`src/idpc_pkg.sv`:
```
// constants and types shared by the inverter drive power controller
`default_nettype none
package idpc_pkg;
    // ------------------------------------------------------------
    // clock and timing
    // ------------------------------------------------------------
    localparam int CLK_HZ = 20_000_000;
    localparam int CLK_MHZ = CLK_HZ / 1_000_000;
    localparam int ITER_TIME_US = 1000;
    localparam int ITER_CYCLES = ITER_TIME_US * CLK_MHZ;
    localparam int LOOP_ITERS = 8;
    // ------------------------------------------------------------
    // operating point units: hz, 0.036 deg, 0.002 percent
    // ------------------------------------------------------------
    localparam logic [17:0] F_MIN_HZ = 18'd110_000;
    localparam logic [17:0] F_HB_XO_HZ = 18'd125_000;
    localparam logic [17:0] F_FB_XO_HZ = 18'd160_000;
    localparam logic [17:0] F_MAX_HZ = 18'd205_000;
    localparam logic [17:0] F_PING_HZ = 18'd175_000;
    localparam logic [17:0] F_BAND1_HZ = 18'd130_000;
    localparam logic [17:0] F_BAND2_HZ = 18'd140_000;
    localparam logic [17:0] F_BAND4_HZ = 18'd180_000;
    localparam logic [11:0] PH_MAX = 12'd2500;
    localparam logic [14:0] DUTY_MIN = 15'd5000;
    localparam logic [14:0] DUTY_MAX = 15'd25000;
    // phase units in a full turn, and scale factors for the pwm core
    localparam logic [18:0] PH_WORD_SCALE = 19'h6_8DB9;
    localparam logic [23:0] F_INC_SCALE = 24'hD6_BF95;
    localparam logic [16:0] DUTY_THR_SCALE = 17'h1_4F8B;
    // ------------------------------------------------------------
    // pid gains (x100) and limits
    // ------------------------------------------------------------
    localparam logic [15:0] KP_FREQ_X100 = 16'h03E8;
    localparam logic [15:0] KI_FREQ_X100 = 16'h0005;
    localparam logic [15:0] KP_AUX_X100 = 16'h0064;
    localparam logic [15:0] KI_AUX_X100 = 16'h0001;
    localparam int PID_I_LIMIT = 3000;
    localparam int PID_OUT_LIMIT = 20000;
    localparam int GAIN_DIV = 100;
    // ------------------------------------------------------------
    // types
    // ------------------------------------------------------------
    typedef enum logic [2:0] {
        SEG_HB_DUTY,
        SEG_HB_FREQ,
        SEG_FB_PHASE,
        SEG_FB_FREQ_LO,
        SEG_FB_FREQ_HI
    } idpc_seg_t;

    typedef struct packed {
        logic full_bridge_mode;
        logic [17:0] switching_frequency;
        logic [11:0] phase_offset;
        logic [14:0] duty_cycle;
    } idpc_op_t;
endpackage : idpc_pkg
`default_nettype wire

```
`src/idpc_pid.sv`:
```
// pid step for the power control loop, derivative gain zero
`default_nettype none
module idpc_pid
    import idpc_pkg::*;
(
    input wire logic clk_sys,
    input wire logic rst_b,
    input wire logic clear,
    input wire logic start,
    input wire logic signed [15:0] err,
    input wire logic [15:0] kp_x100,
    input wire logic [15:0] ki_x100,
    output logic out_valid_ff,
    output logic signed [15:0] out_ff
);
    logic signed [31:0] integ_ff;
    logic signed [31:0] nxt_integ;
    logic signed [31:0] nxt_out;
    logic signed [31:0] e32;
    logic signed [31:0] sum;

    function automatic logic signed [31:0] clamp(input logic signed [31:0] v, input logic signed [31:0] lim);
        if (v > lim) begin
            return lim;
        end
        if (v < -lim) begin
            return -lim;
        end
        return v;
    endfunction : clamp

    // integral kept at x100 scale so the fractional gains do not truncate
    always_comb begin
        e32 = 32'(err);
        nxt_integ = clamp(integ_ff + e32 * $signed({16'h0000, ki_x100}),
                          32'(PID_I_LIMIT * GAIN_DIV));
        sum = (e32 * $signed({16'h0000, kp_x100}) + nxt_integ) / 32'(GAIN_DIV);
        nxt_out = clamp(sum, 32'(PID_OUT_LIMIT));
    end

    always_ff @(posedge clk_sys or negedge rst_b) begin
        if (!rst_b) begin
            integ_ff <= 32'sh0000_0000;
        end else if (clear) begin
            integ_ff <= 32'sh0000_0000;
        end else if (start) begin
            integ_ff <= nxt_integ;
        end
    end

    always_ff @(posedge clk_sys or negedge rst_b) begin
        if (!rst_b) begin
            out_valid_ff <= 1'b0;
            out_ff <= 16'sh0000;
        end else begin
            out_valid_ff <= start;
            if (start) begin
                out_ff <= nxt_out[15:0];
            end
        end
    end
endmodule : idpc_pid
`default_nettype wire

```
`src/idpc_ctrl.sv`:
```
// inverter drive power controller: trajectory, pid loop and bridge pwm
//
// Operation
// - keep frequency, phase, duty inside ranges
// - higher f, phase or lower duty reduce power
// - frequency step fine enough per band
// - phase step 0.18 degrees or finer
// - duty step 0.1 percent or finer
// - ping: half bridge, 50% duty, 170-180kHz
// - pid loop on frequency, duty or phase
// - coil current measured to 7 mA
// - basic profile stays half bridge only
// - basic profile at 205kHz: duty control
// - basic profile below 205kHz: frequency control
// - extended profile picks bridge by parameters
// - crossover changes both variables at once
// - rising half bridge: duty, then frequency
// - rising crossover: 125kHz hb to 160kHz fb
// - rising full bridge: phase, then frequency
// - falling full bridge: f, phase, f
// - falling crossover: 205kHz fb to 125kHz hb
// - falling half bridge: frequency, then duty
// - crossover aborts loop until next message
// - fb uses f and phase, hb f and duty
// - frequency pid gains and limits
// - frequency scaling by band
// - phase pid gains and scaling
// - duty pid gains and scaling
`default_nettype none
module idpc_ctrl
    import idpc_pkg::*;
#(
    parameter int ITER_CYC = ITER_CYCLES,
    parameter int LOOP_N = LOOP_ITERS
)
(
    input wire logic clk_sys,
    input wire logic rst_b,
    input wire logic power_enable,
    input wire logic ping_start,
    input wire logic extended_profile,
    input wire logic ctrl_err_valid,
    input wire logic [15:0] target_current_ma,
    input wire logic [15:0] coil_current_ma,
    output logic leg_a_drive_ff,
    output logic leg_b_drive_ff,
    output logic half_bridge_mode_ff,
    output idpc_op_t op_point_ff,
    output logic loop_active_ff,
    output logic crossover_ff
);
    // ------------------------------------------------------------
    // loop sequencing
    // ------------------------------------------------------------
    idpc_seg_t seg_ff;
    idpc_seg_t nxt_seg;
    idpc_op_t nxt_op;
    logic [31:0] iter_cnt_ff;
    logic [7:0] iters_left_ff;
    logic pid_start_ff;
    logic pid_valid;
    logic signed [15:0] pid_out;
    logic signed [15:0] pid_err_ff;
    logic signed [16:0] err_wide;
    logic [15:0] kp_sel;
    logic [15:0] ki_sel;
    logic xo;
    logic iter_tick;

    assign iter_tick = loop_active_ff && (iter_cnt_ff == 32'(ITER_CYC - 1));
    assign err_wide = $signed({1'b0, target_current_ma}) - $signed({1'b0, coil_current_ma});

    // one pid iteration per tick, each message runs a fresh loop
    always_ff @(posedge clk_sys or negedge rst_b) begin
        if (!rst_b) begin
            loop_active_ff <= 1'b0;
            iter_cnt_ff <= 32'h0000_0000;
            iters_left_ff <= 8'h00;
        end else if (!power_enable || ping_start) begin
            loop_active_ff <= 1'b0;
            iter_cnt_ff <= 32'h0000_0000;
            iters_left_ff <= 8'h00;
        end else if (ctrl_err_valid) begin
            loop_active_ff <= 1'b1;
            iter_cnt_ff <= 32'h0000_0000;
            iters_left_ff <= 8'(LOOP_N);
        end else if (pid_valid && (xo || iters_left_ff == 8'h00)) begin
            loop_active_ff <= 1'b0;
            iters_left_ff <= 8'h00;
        end else if (iter_tick) begin
            iter_cnt_ff <= 32'h0000_0000;
            iters_left_ff <= iters_left_ff - 8'h01;
        end else if (loop_active_ff) begin
            iter_cnt_ff <= iter_cnt_ff + 32'h0000_0001;
        end
    end

    // current in 1 mA steps, finer than the 7 mA needed
    always_ff @(posedge clk_sys or negedge rst_b) begin
        if (!rst_b) begin
            pid_start_ff <= 1'b0;
            pid_err_ff <= 16'sh0000;
        end else begin
            pid_start_ff <= iter_tick;
            if (iter_tick) begin
                pid_err_ff <= (err_wide[16] ^ err_wide[15]) ? {err_wide[16], {15{!err_wide[16]}}} :
                              err_wide[15:0];
            end
        end
    end

    // ------------------------------------------------------------
    // gain selection
    // ------------------------------------------------------------
    always_comb begin
        if (seg_ff == SEG_HB_FREQ || seg_ff == SEG_FB_FREQ_LO || seg_ff == SEG_FB_FREQ_HI) begin
            kp_sel = KP_FREQ_X100;
            ki_sel = KI_FREQ_X100;
        end else begin
            kp_sel = KP_AUX_X100;
            ki_sel = KI_AUX_X100;
        end
    end

    idpc_pid u_pid (
        .clk_sys(clk_sys),
        .rst_b(rst_b),
        .clear(ctrl_err_valid),
        .start(pid_start_ff),
        .err(pid_err_ff),
        .kp_x100(kp_sel),
        .ki_x100(ki_sel),
        .out_valid_ff(pid_valid),
        .out_ff(pid_out)
    );

    // ------------------------------------------------------------
    // trajectory step
    // ------------------------------------------------------------
    // scale in half hertz per pid unit for the present band
    function automatic logic signed [31:0] band_half_hz(input logic [17:0] f);
        if (f < F_BAND1_HZ) begin
            return 32'sd2;
        end
        if (f < F_BAND2_HZ) begin
            return 32'sd3;
        end
        if (f < F_FB_XO_HZ) begin
            return 32'sd4;
        end
        if (f < F_BAND4_HZ) begin
            return 32'sd6;
        end
        return 32'sd10;
    endfunction : band_half_hz

    logic signed [31:0] d32;
    logic signed [31:0] f_new;
    logic signed [31:0] aux_new;

    // positive pid output asks for more power: lower f, lower phase, higher duty
    always_comb begin
        nxt_op = op_point_ff;
        nxt_seg = seg_ff;
        xo = 1'b0;
        d32 = 32'(pid_out);
        f_new = $signed({14'h0000, op_point_ff.switching_frequency}) -
                ((d32 * band_half_hz(op_point_ff.switching_frequency)) >>> 1);
        aux_new = 32'sh0000_0000;
        case (seg_ff)
            SEG_HB_DUTY: begin
                aux_new = $signed({17'h0000, op_point_ff.duty_cycle}) + d32;
                nxt_op.switching_frequency = F_MAX_HZ;
                if (aux_new >= $signed({17'h0000, DUTY_MAX})) begin
                    nxt_op.duty_cycle = DUTY_MAX;
                    nxt_seg = SEG_HB_FREQ;
                end else if (aux_new <= $signed({17'h0000, DUTY_MIN})) begin
                    nxt_op.duty_cycle = DUTY_MIN;
                end else begin
                    nxt_op.duty_cycle = aux_new[14:0];
                end
            end
            SEG_HB_FREQ: begin
                nxt_op.duty_cycle = DUTY_MAX;
                if (f_new >= $signed({14'h0000, F_MAX_HZ})) begin
                    nxt_op.switching_frequency = F_MAX_HZ;
                    nxt_seg = SEG_HB_DUTY;
                end else if (extended_profile && f_new < $signed({14'h0000, F_HB_XO_HZ})) begin
                    nxt_op.full_bridge_mode = 1'b1;
                    nxt_op.switching_frequency = F_FB_XO_HZ;
                    nxt_op.phase_offset = PH_MAX;
                    nxt_seg = SEG_FB_PHASE;
                    xo = 1'b1;
                end else if (f_new < $signed({14'h0000, F_MIN_HZ})) begin
                    nxt_op.switching_frequency = F_MIN_HZ;
                end else begin
                    nxt_op.switching_frequency = f_new[17:0];
                end
            end
            SEG_FB_PHASE: begin
                aux_new = $signed({20'h00000, op_point_ff.phase_offset}) - d32;
                nxt_op.switching_frequency = F_FB_XO_HZ;
                if (aux_new <= 32'sh0000_0000) begin
                    nxt_op.phase_offset = 12'h000;
                    nxt_seg = SEG_FB_FREQ_LO;
                end else if (aux_new >= $signed({20'h00000, PH_MAX})) begin
                    nxt_op.phase_offset = PH_MAX;
                    nxt_seg = SEG_FB_FREQ_HI;
                end else begin
                    nxt_op.phase_offset = aux_new[11:0];
                end
            end
            SEG_FB_FREQ_LO: begin
                nxt_op.phase_offset = 12'h000;
                if (f_new >= $signed({14'h0000, F_FB_XO_HZ})) begin
                    nxt_op.switching_frequency = F_FB_XO_HZ;
                    nxt_seg = SEG_FB_PHASE;
                end else if (f_new < $signed({14'h0000, F_MIN_HZ})) begin
                    nxt_op.switching_frequency = F_MIN_HZ;
                end else begin
                    nxt_op.switching_frequency = f_new[17:0];
                end
            end
            SEG_FB_FREQ_HI: begin
                nxt_op.phase_offset = PH_MAX;
                if (f_new > $signed({14'h0000, F_MAX_HZ})) begin
                    nxt_op.full_bridge_mode = 1'b0;
                    nxt_op.switching_frequency = F_HB_XO_HZ;
                    nxt_op.duty_cycle = DUTY_MAX;
                    nxt_op.phase_offset = 12'h000;
                    nxt_seg = SEG_HB_FREQ;
                    xo = 1'b1;
                end else if (f_new <= $signed({14'h0000, F_FB_XO_HZ})) begin
                    nxt_op.switching_frequency = F_FB_XO_HZ;
                    nxt_seg = SEG_FB_PHASE;
                end else begin
                    nxt_op.switching_frequency = f_new[17:0];
                end
            end
            default: begin
                nxt_seg = SEG_HB_FREQ;
            end
        endcase
    end

    // ------------------------------------------------------------
    // operating point register
    // ------------------------------------------------------------
    // only a pid result, a ping or a profile drop out of full bridge moves the point; otherwise it is held
    always_ff @(posedge clk_sys or negedge rst_b) begin
        if (!rst_b) begin
            op_point_ff <= '{1'b0, F_PING_HZ, 12'h000, DUTY_MAX};
            seg_ff <= SEG_HB_FREQ;
            half_bridge_mode_ff <= 1'b1;
            crossover_ff <= 1'b0;
        end else begin
            crossover_ff <= 1'b0;
            if (ping_start) begin
                op_point_ff <= '{1'b0, F_PING_HZ, 12'h000, DUTY_MAX};
                seg_ff <= SEG_HB_FREQ;
                half_bridge_mode_ff <= 1'b1;
            end else if (!extended_profile && op_point_ff.full_bridge_mode) begin
                op_point_ff <= '{1'b0, F_HB_XO_HZ, 12'h000, DUTY_MAX};
                seg_ff <= SEG_HB_FREQ;
                half_bridge_mode_ff <= 1'b1;
            end else if (pid_valid && loop_active_ff) begin
                op_point_ff <= nxt_op;
                seg_ff <= nxt_seg;
                half_bridge_mode_ff <= !nxt_op.full_bridge_mode;
                crossover_ff <= xo;
            end
        end
    end

    // ------------------------------------------------------------
    // bridge pwm core
    // ------------------------------------------------------------
    // a phase accumulator dithers edges, so resolution holds on average
    // though each single edge still lands on the 50 ns grid
    logic [31:0] acc_ff;
    logic [31:0] inc_ff;
    logic [31:0] ph_word_ff;
    logic [15:0] duty_thr_ff;
    logic [41:0] inc_prod;
    logic [31:0] acc_b;
    logic [31:0] duty_prod;

    always_comb begin
        inc_prod = 42'(op_point_ff.switching_frequency) * 42'(F_INC_SCALE);
        duty_prod = 32'(op_point_ff.duty_cycle) * 32'(DUTY_THR_SCALE);
        acc_b = acc_ff - ph_word_ff;
    end

    always_ff @(posedge clk_sys or negedge rst_b) begin
        if (!rst_b) begin
            inc_ff <= 32'h0000_0000;
            ph_word_ff <= 32'h0000_0000;
            duty_thr_ff <= 16'h0000;
        end else begin
            inc_ff <= 32'(inc_prod[41:16]);
            ph_word_ff <= 32'(op_point_ff.phase_offset) * 32'(PH_WORD_SCALE);
            duty_thr_ff <= duty_prod[31:16];
        end
    end

    always_ff @(posedge clk_sys or negedge rst_b) begin
        if (!rst_b) begin
            acc_ff <= 32'h0000_0000;
        end else if (!power_enable) begin
            acc_ff <= 32'h0000_0000;
        end else begin
            acc_ff <= acc_ff + inc_ff;
        end
    end

    // half bridge: leg b held off, leg a carries the duty
    always_ff @(posedge clk_sys or negedge rst_b) begin
        if (!rst_b) begin
            leg_a_drive_ff <= 1'b0;
            leg_b_drive_ff <= 1'b0;
        end else if (!power_enable) begin
            leg_a_drive_ff <= 1'b0;
            leg_b_drive_ff <= 1'b0;
        end else if (op_point_ff.full_bridge_mode) begin
            leg_a_drive_ff <= !acc_ff[31];
            leg_b_drive_ff <= !acc_b[31];
        end else begin
            leg_a_drive_ff <= acc_ff[31:16] < duty_thr_ff;
            leg_b_drive_ff <= 1'b0;
        end
    end
endmodule : idpc_ctrl
`default_nettype wire

```
`config.mk`:
```
export PLATFORM = sky130hd
export DESIGN_NAME = idpc_ctrl
export DESIGN_NICKNAME = d
export VERILOG_FILES = /design/src/idpc_pkg.sv /design/src/idpc_pid.sv /design/src/idpc_ctrl.sv
export SDC_FILE = /design/constraint.sdc
export NUM_CORES = 2
export LEC_CHECK = 0
export BUFFER_PORTS_ARGS = -buffer_cell sky130_fd_sc_hd__buf_2
export CAP_MARGIN = 20
export CORE_UTILIZATION = 70
export DETAILED_ROUTE_END_ITERATION = 10
export MAX_ROUTING_LAYER = met4
export PLACE_DENSITY_LB_ADDON = 0.2
export SLEW_MARGIN = 40
export SYNTH_ARGS = -nofsm -noshare
export SYNTH_HDL_FRONTEND = slang
export SYNTH_SLANG_ARGS = --single-unit
```
`constraint.sdc`:
```
create_clock -name clk_sys -period 69.1 [get_ports clk_sys]
set_clock_uncertainty 0.2 [all_clocks]
set_input_delay 13.82 -clock clk_sys [delete_from_list [all_inputs] [get_ports clk_sys]]
set_output_delay 13.82 -clock clk_sys [all_outputs]
set_load 0.05 [all_outputs]
```
==> impl_metrics.json <==
{
  "outcome": "completed",
  "slowest_delay_ns": 0.66,
  "reg2reg_from": "seg_ff[0]",
  "io_buffers": 88,
  "rows": 98,
  "core_area_mm2": 0.07149,
  "yosysSeqAreaShare_pct": 13.17,
  "cts.htree.levels": 2,
  "drc": 0,
  "finalSetupViolCount": 0,
  "clk_pin_slew_ns": 0.06,
  "fin_crit_ns": 33.07,
  "hold_viol": 0,
  "hold_path_class": "reg -> reg",
  "wl_per_cell_um": 20.17,
  "vias": 43800,
  "drive_gt1_share_pct": 6.262,
  "critPathKind": "reg -> reg",
  "mostFrequentLayoutCell": "inv_1",
  "cts_tree": "done",
  "yosysUniqueCellTypes": 139,
  "avgViaCountPerCell": 6.339,
  "ioPinCount": 89,
  "fin_area_mm2": 0.05329,
  "hold_buffers": 0,
  "r2r_setup_slack_ns": 36.03,
  "fp.dieArea_mm2": 0.07325,
  "worstReg2RegEnd": "u_pid.out_ff[5]",
  "netlist.area_leader.share_pct": 19.27,
  "finalCritPeriodShare_pct": 47.86,
  "cp.required_ns": 69.37,
  "cts_sinks": 265,
  "synth_edf_count": 0,
  "synth_seq_cells": 265,
  "grt_pass1_wl_mm": 226.1,
  "maxCapViolations": 0,
  "initial_core_util_pct": 70.67,
  "worstPathArrival_ns": 33.34,
  "place_area_mm2": 0.05196,
  "antenna_found_initial": 2,
  "synthTopCellsByArea": "ha_1 19%, fa_1 17%, dfrtp_1 12%",
  "tns_ns": 0,
  "grt.total_usage_pct": 39.19,
  "final_cell_mix": "861 x inv_1, 778 x ha_1, 432 x fa_1, 400 x nor2_1, 374 x nand2_1",
  "fmax_ghz": 0.03024,
  "netlist_area_mm2": 0.05052,
  "synth_ff_type": "dfrtp_1",
  "crit_slowest_cell": "or4_1",
  "cpMostUsedCell": "a21oi_1",
  "clock_latency_ns": 0.58,
  "tightest_slew_ns": 0.9829,
  "drt-initial-drc-count": 2740,
  "cts_buffer_depth": 3,
  "ys_warn_count": 0,
  "die_w_um": 270.6,
  "slew_violations": 0,
  "gp_congestion": 1.014,
  "grt_pass1_vias": 44400,
  "rsz0062_at_grt": "false",
  "nets": 7178,
  "synthArstFlopShare_pct": 100.0,
  "yosysTopAreaCell": "ha_1",
  "startpoint_type": "register",
  "rr_worst_depth": 115,
  "maxSlewHeadroom_pct": 33.91,
  "first_pass_iters": 6,
  "postSynthCellCount": 5892,
  "antenna_left": 0,
  "die_h_um": 270.6,
  "grt_max_degree": 100,
  "post-cts-setup-buffers": 0,
  "post-dp-hpwl_mm": 112.5,
  "routed_wl_mm": 139.4,
  "root_buffer": "clkbuf_16",
  "avgSynthCellArea_um2": 8.574,
  "postCtsResizedCells": 0,
  "cp-startpoint": "seg_ff[0]",
  "grt-ovfl-total": 0,
  "cp-end-kind": "register",
  "numCtsBuffers": 36,
  "endpoint": "u_pid.out_ff[5]",
  "area_delta_synth_final_pct": 5.486,
  "critPathMaxFanout": 34
}
[cells in the mapped netlist, drive strengths merged, types with 48 or more instances]
master  number
nand3      114
o21ai      280
nand2      377
fa         432
ha         778
dfrtp      248
o21a        54
a21oi      369
and2        90
nor2b       48
o21bai      99
nor2       405
a211oi      62
and3        66
nand4       55
nand2b      78
o211ai      61
clkbuf     108
inv        862
a21o       108
nor3       124
xnor2      233
xor2       136
[worst min path at each step]
stage                              end  slack, ns  depth (start not counted)               start
floorplan           u_pid.out_valid_ff       0.24                          0        pid_start_ff
global placement    u_pid.integ_ff[30]       0.27                          1  u_pid.integ_ff[30]
detailed placement  u_pid.integ_ff[25]       0.27                          1  u_pid.integ_ff[25]
CTS                 u_pid.integ_ff[25]       0.29                          1  u_pid.integ_ff[25]
global route        u_pid.integ_ff[25]       0.30                          1  u_pid.integ_ff[25]
finish              u_pid.integ_ff[25]       0.28                          1  u_pid.integ_ff[25]
[through the flow]
step           utilization (%)  cells  setup slack (ns)  hold WS [ns]
2_1_floorplan                -   5905             41.32        0.2389
5_1_grt                  74.54   6909             33.57        0.3020
4_1_cts                  74.40   6905             36.22        0.2859
3_5_place_dp             72.69   6840             36.29        0.2728
6_report                 74.54   6910             36.03        0.2814
3_3_place_gp             72.61   6839             36.91        0.2694
[final cells by class]
cell class,instances,area [um2]
tap,950,1189
clock buffer,49,1030
antenna,3,7.507
timing repair buffer,132,799.5
inverter,863,3239
multi-input combinational,4632,40180
clock inverter,16,187.7
fill,5192,18200
sequential,265,6654
[critical path: cells and delay by family, from the launching register on]
| family | cells | cell delay [ns] |
|---|---|---|
| compound gates | 64 | 16.47 |
| simple gates | 27 | 7.92 |
| xor+xnor | 6 | 2.31 |
| fa+ha+maj | 7 | 2.29 |
| mux | 5 | 2.02 |
| buf+inv | 6 | 1.09 |
| flops | 1 | 0.63 |
[sequential cells by signal, indices dropped and copies added (netlist names), 3 cells and up]
name / flops
duty_thr_ff: 16
pid_err_ff: 16
iter_cnt_ff: 32
inc_ff: 26
acc_ff: 32
iters_left_ff: 8
u_pid.integ_ff: 32
u_pid.out_ff: 16
seg_ff: 3
op_point_ff: 46
ph_word_ff: 31
[routing by layer]
metal  GRT usage (%)  vias to the layer above  wire length [um]
met4           23.42                        0              9557
met2           67.30                     1612             69250
met5               -                        -                 0
met1           43.91                    21120             52710
li1                -                    20580                 -
met3           4.411                      493              7851
[cell families (layout without fill, tap and decap cells)]
kind of cell	Yosys count	count (layout)	synth area share, %
xor gates and xnor gates	370	370	6.541
AOI/OAI and AO/OA	1443	1443	19.84
and+or+nand+nor	1516	1516	14.80
muxes	63	63	1.308
buffers and inverters	1008	1060	7.636
other	2	18	0.01487
DFF	265	265	13.17
adders and majority gates	1225	1225	36.69
Power is not shown: default switching activity piles up to over one toggle a cycle in this logic, so the estimate is an artifact.
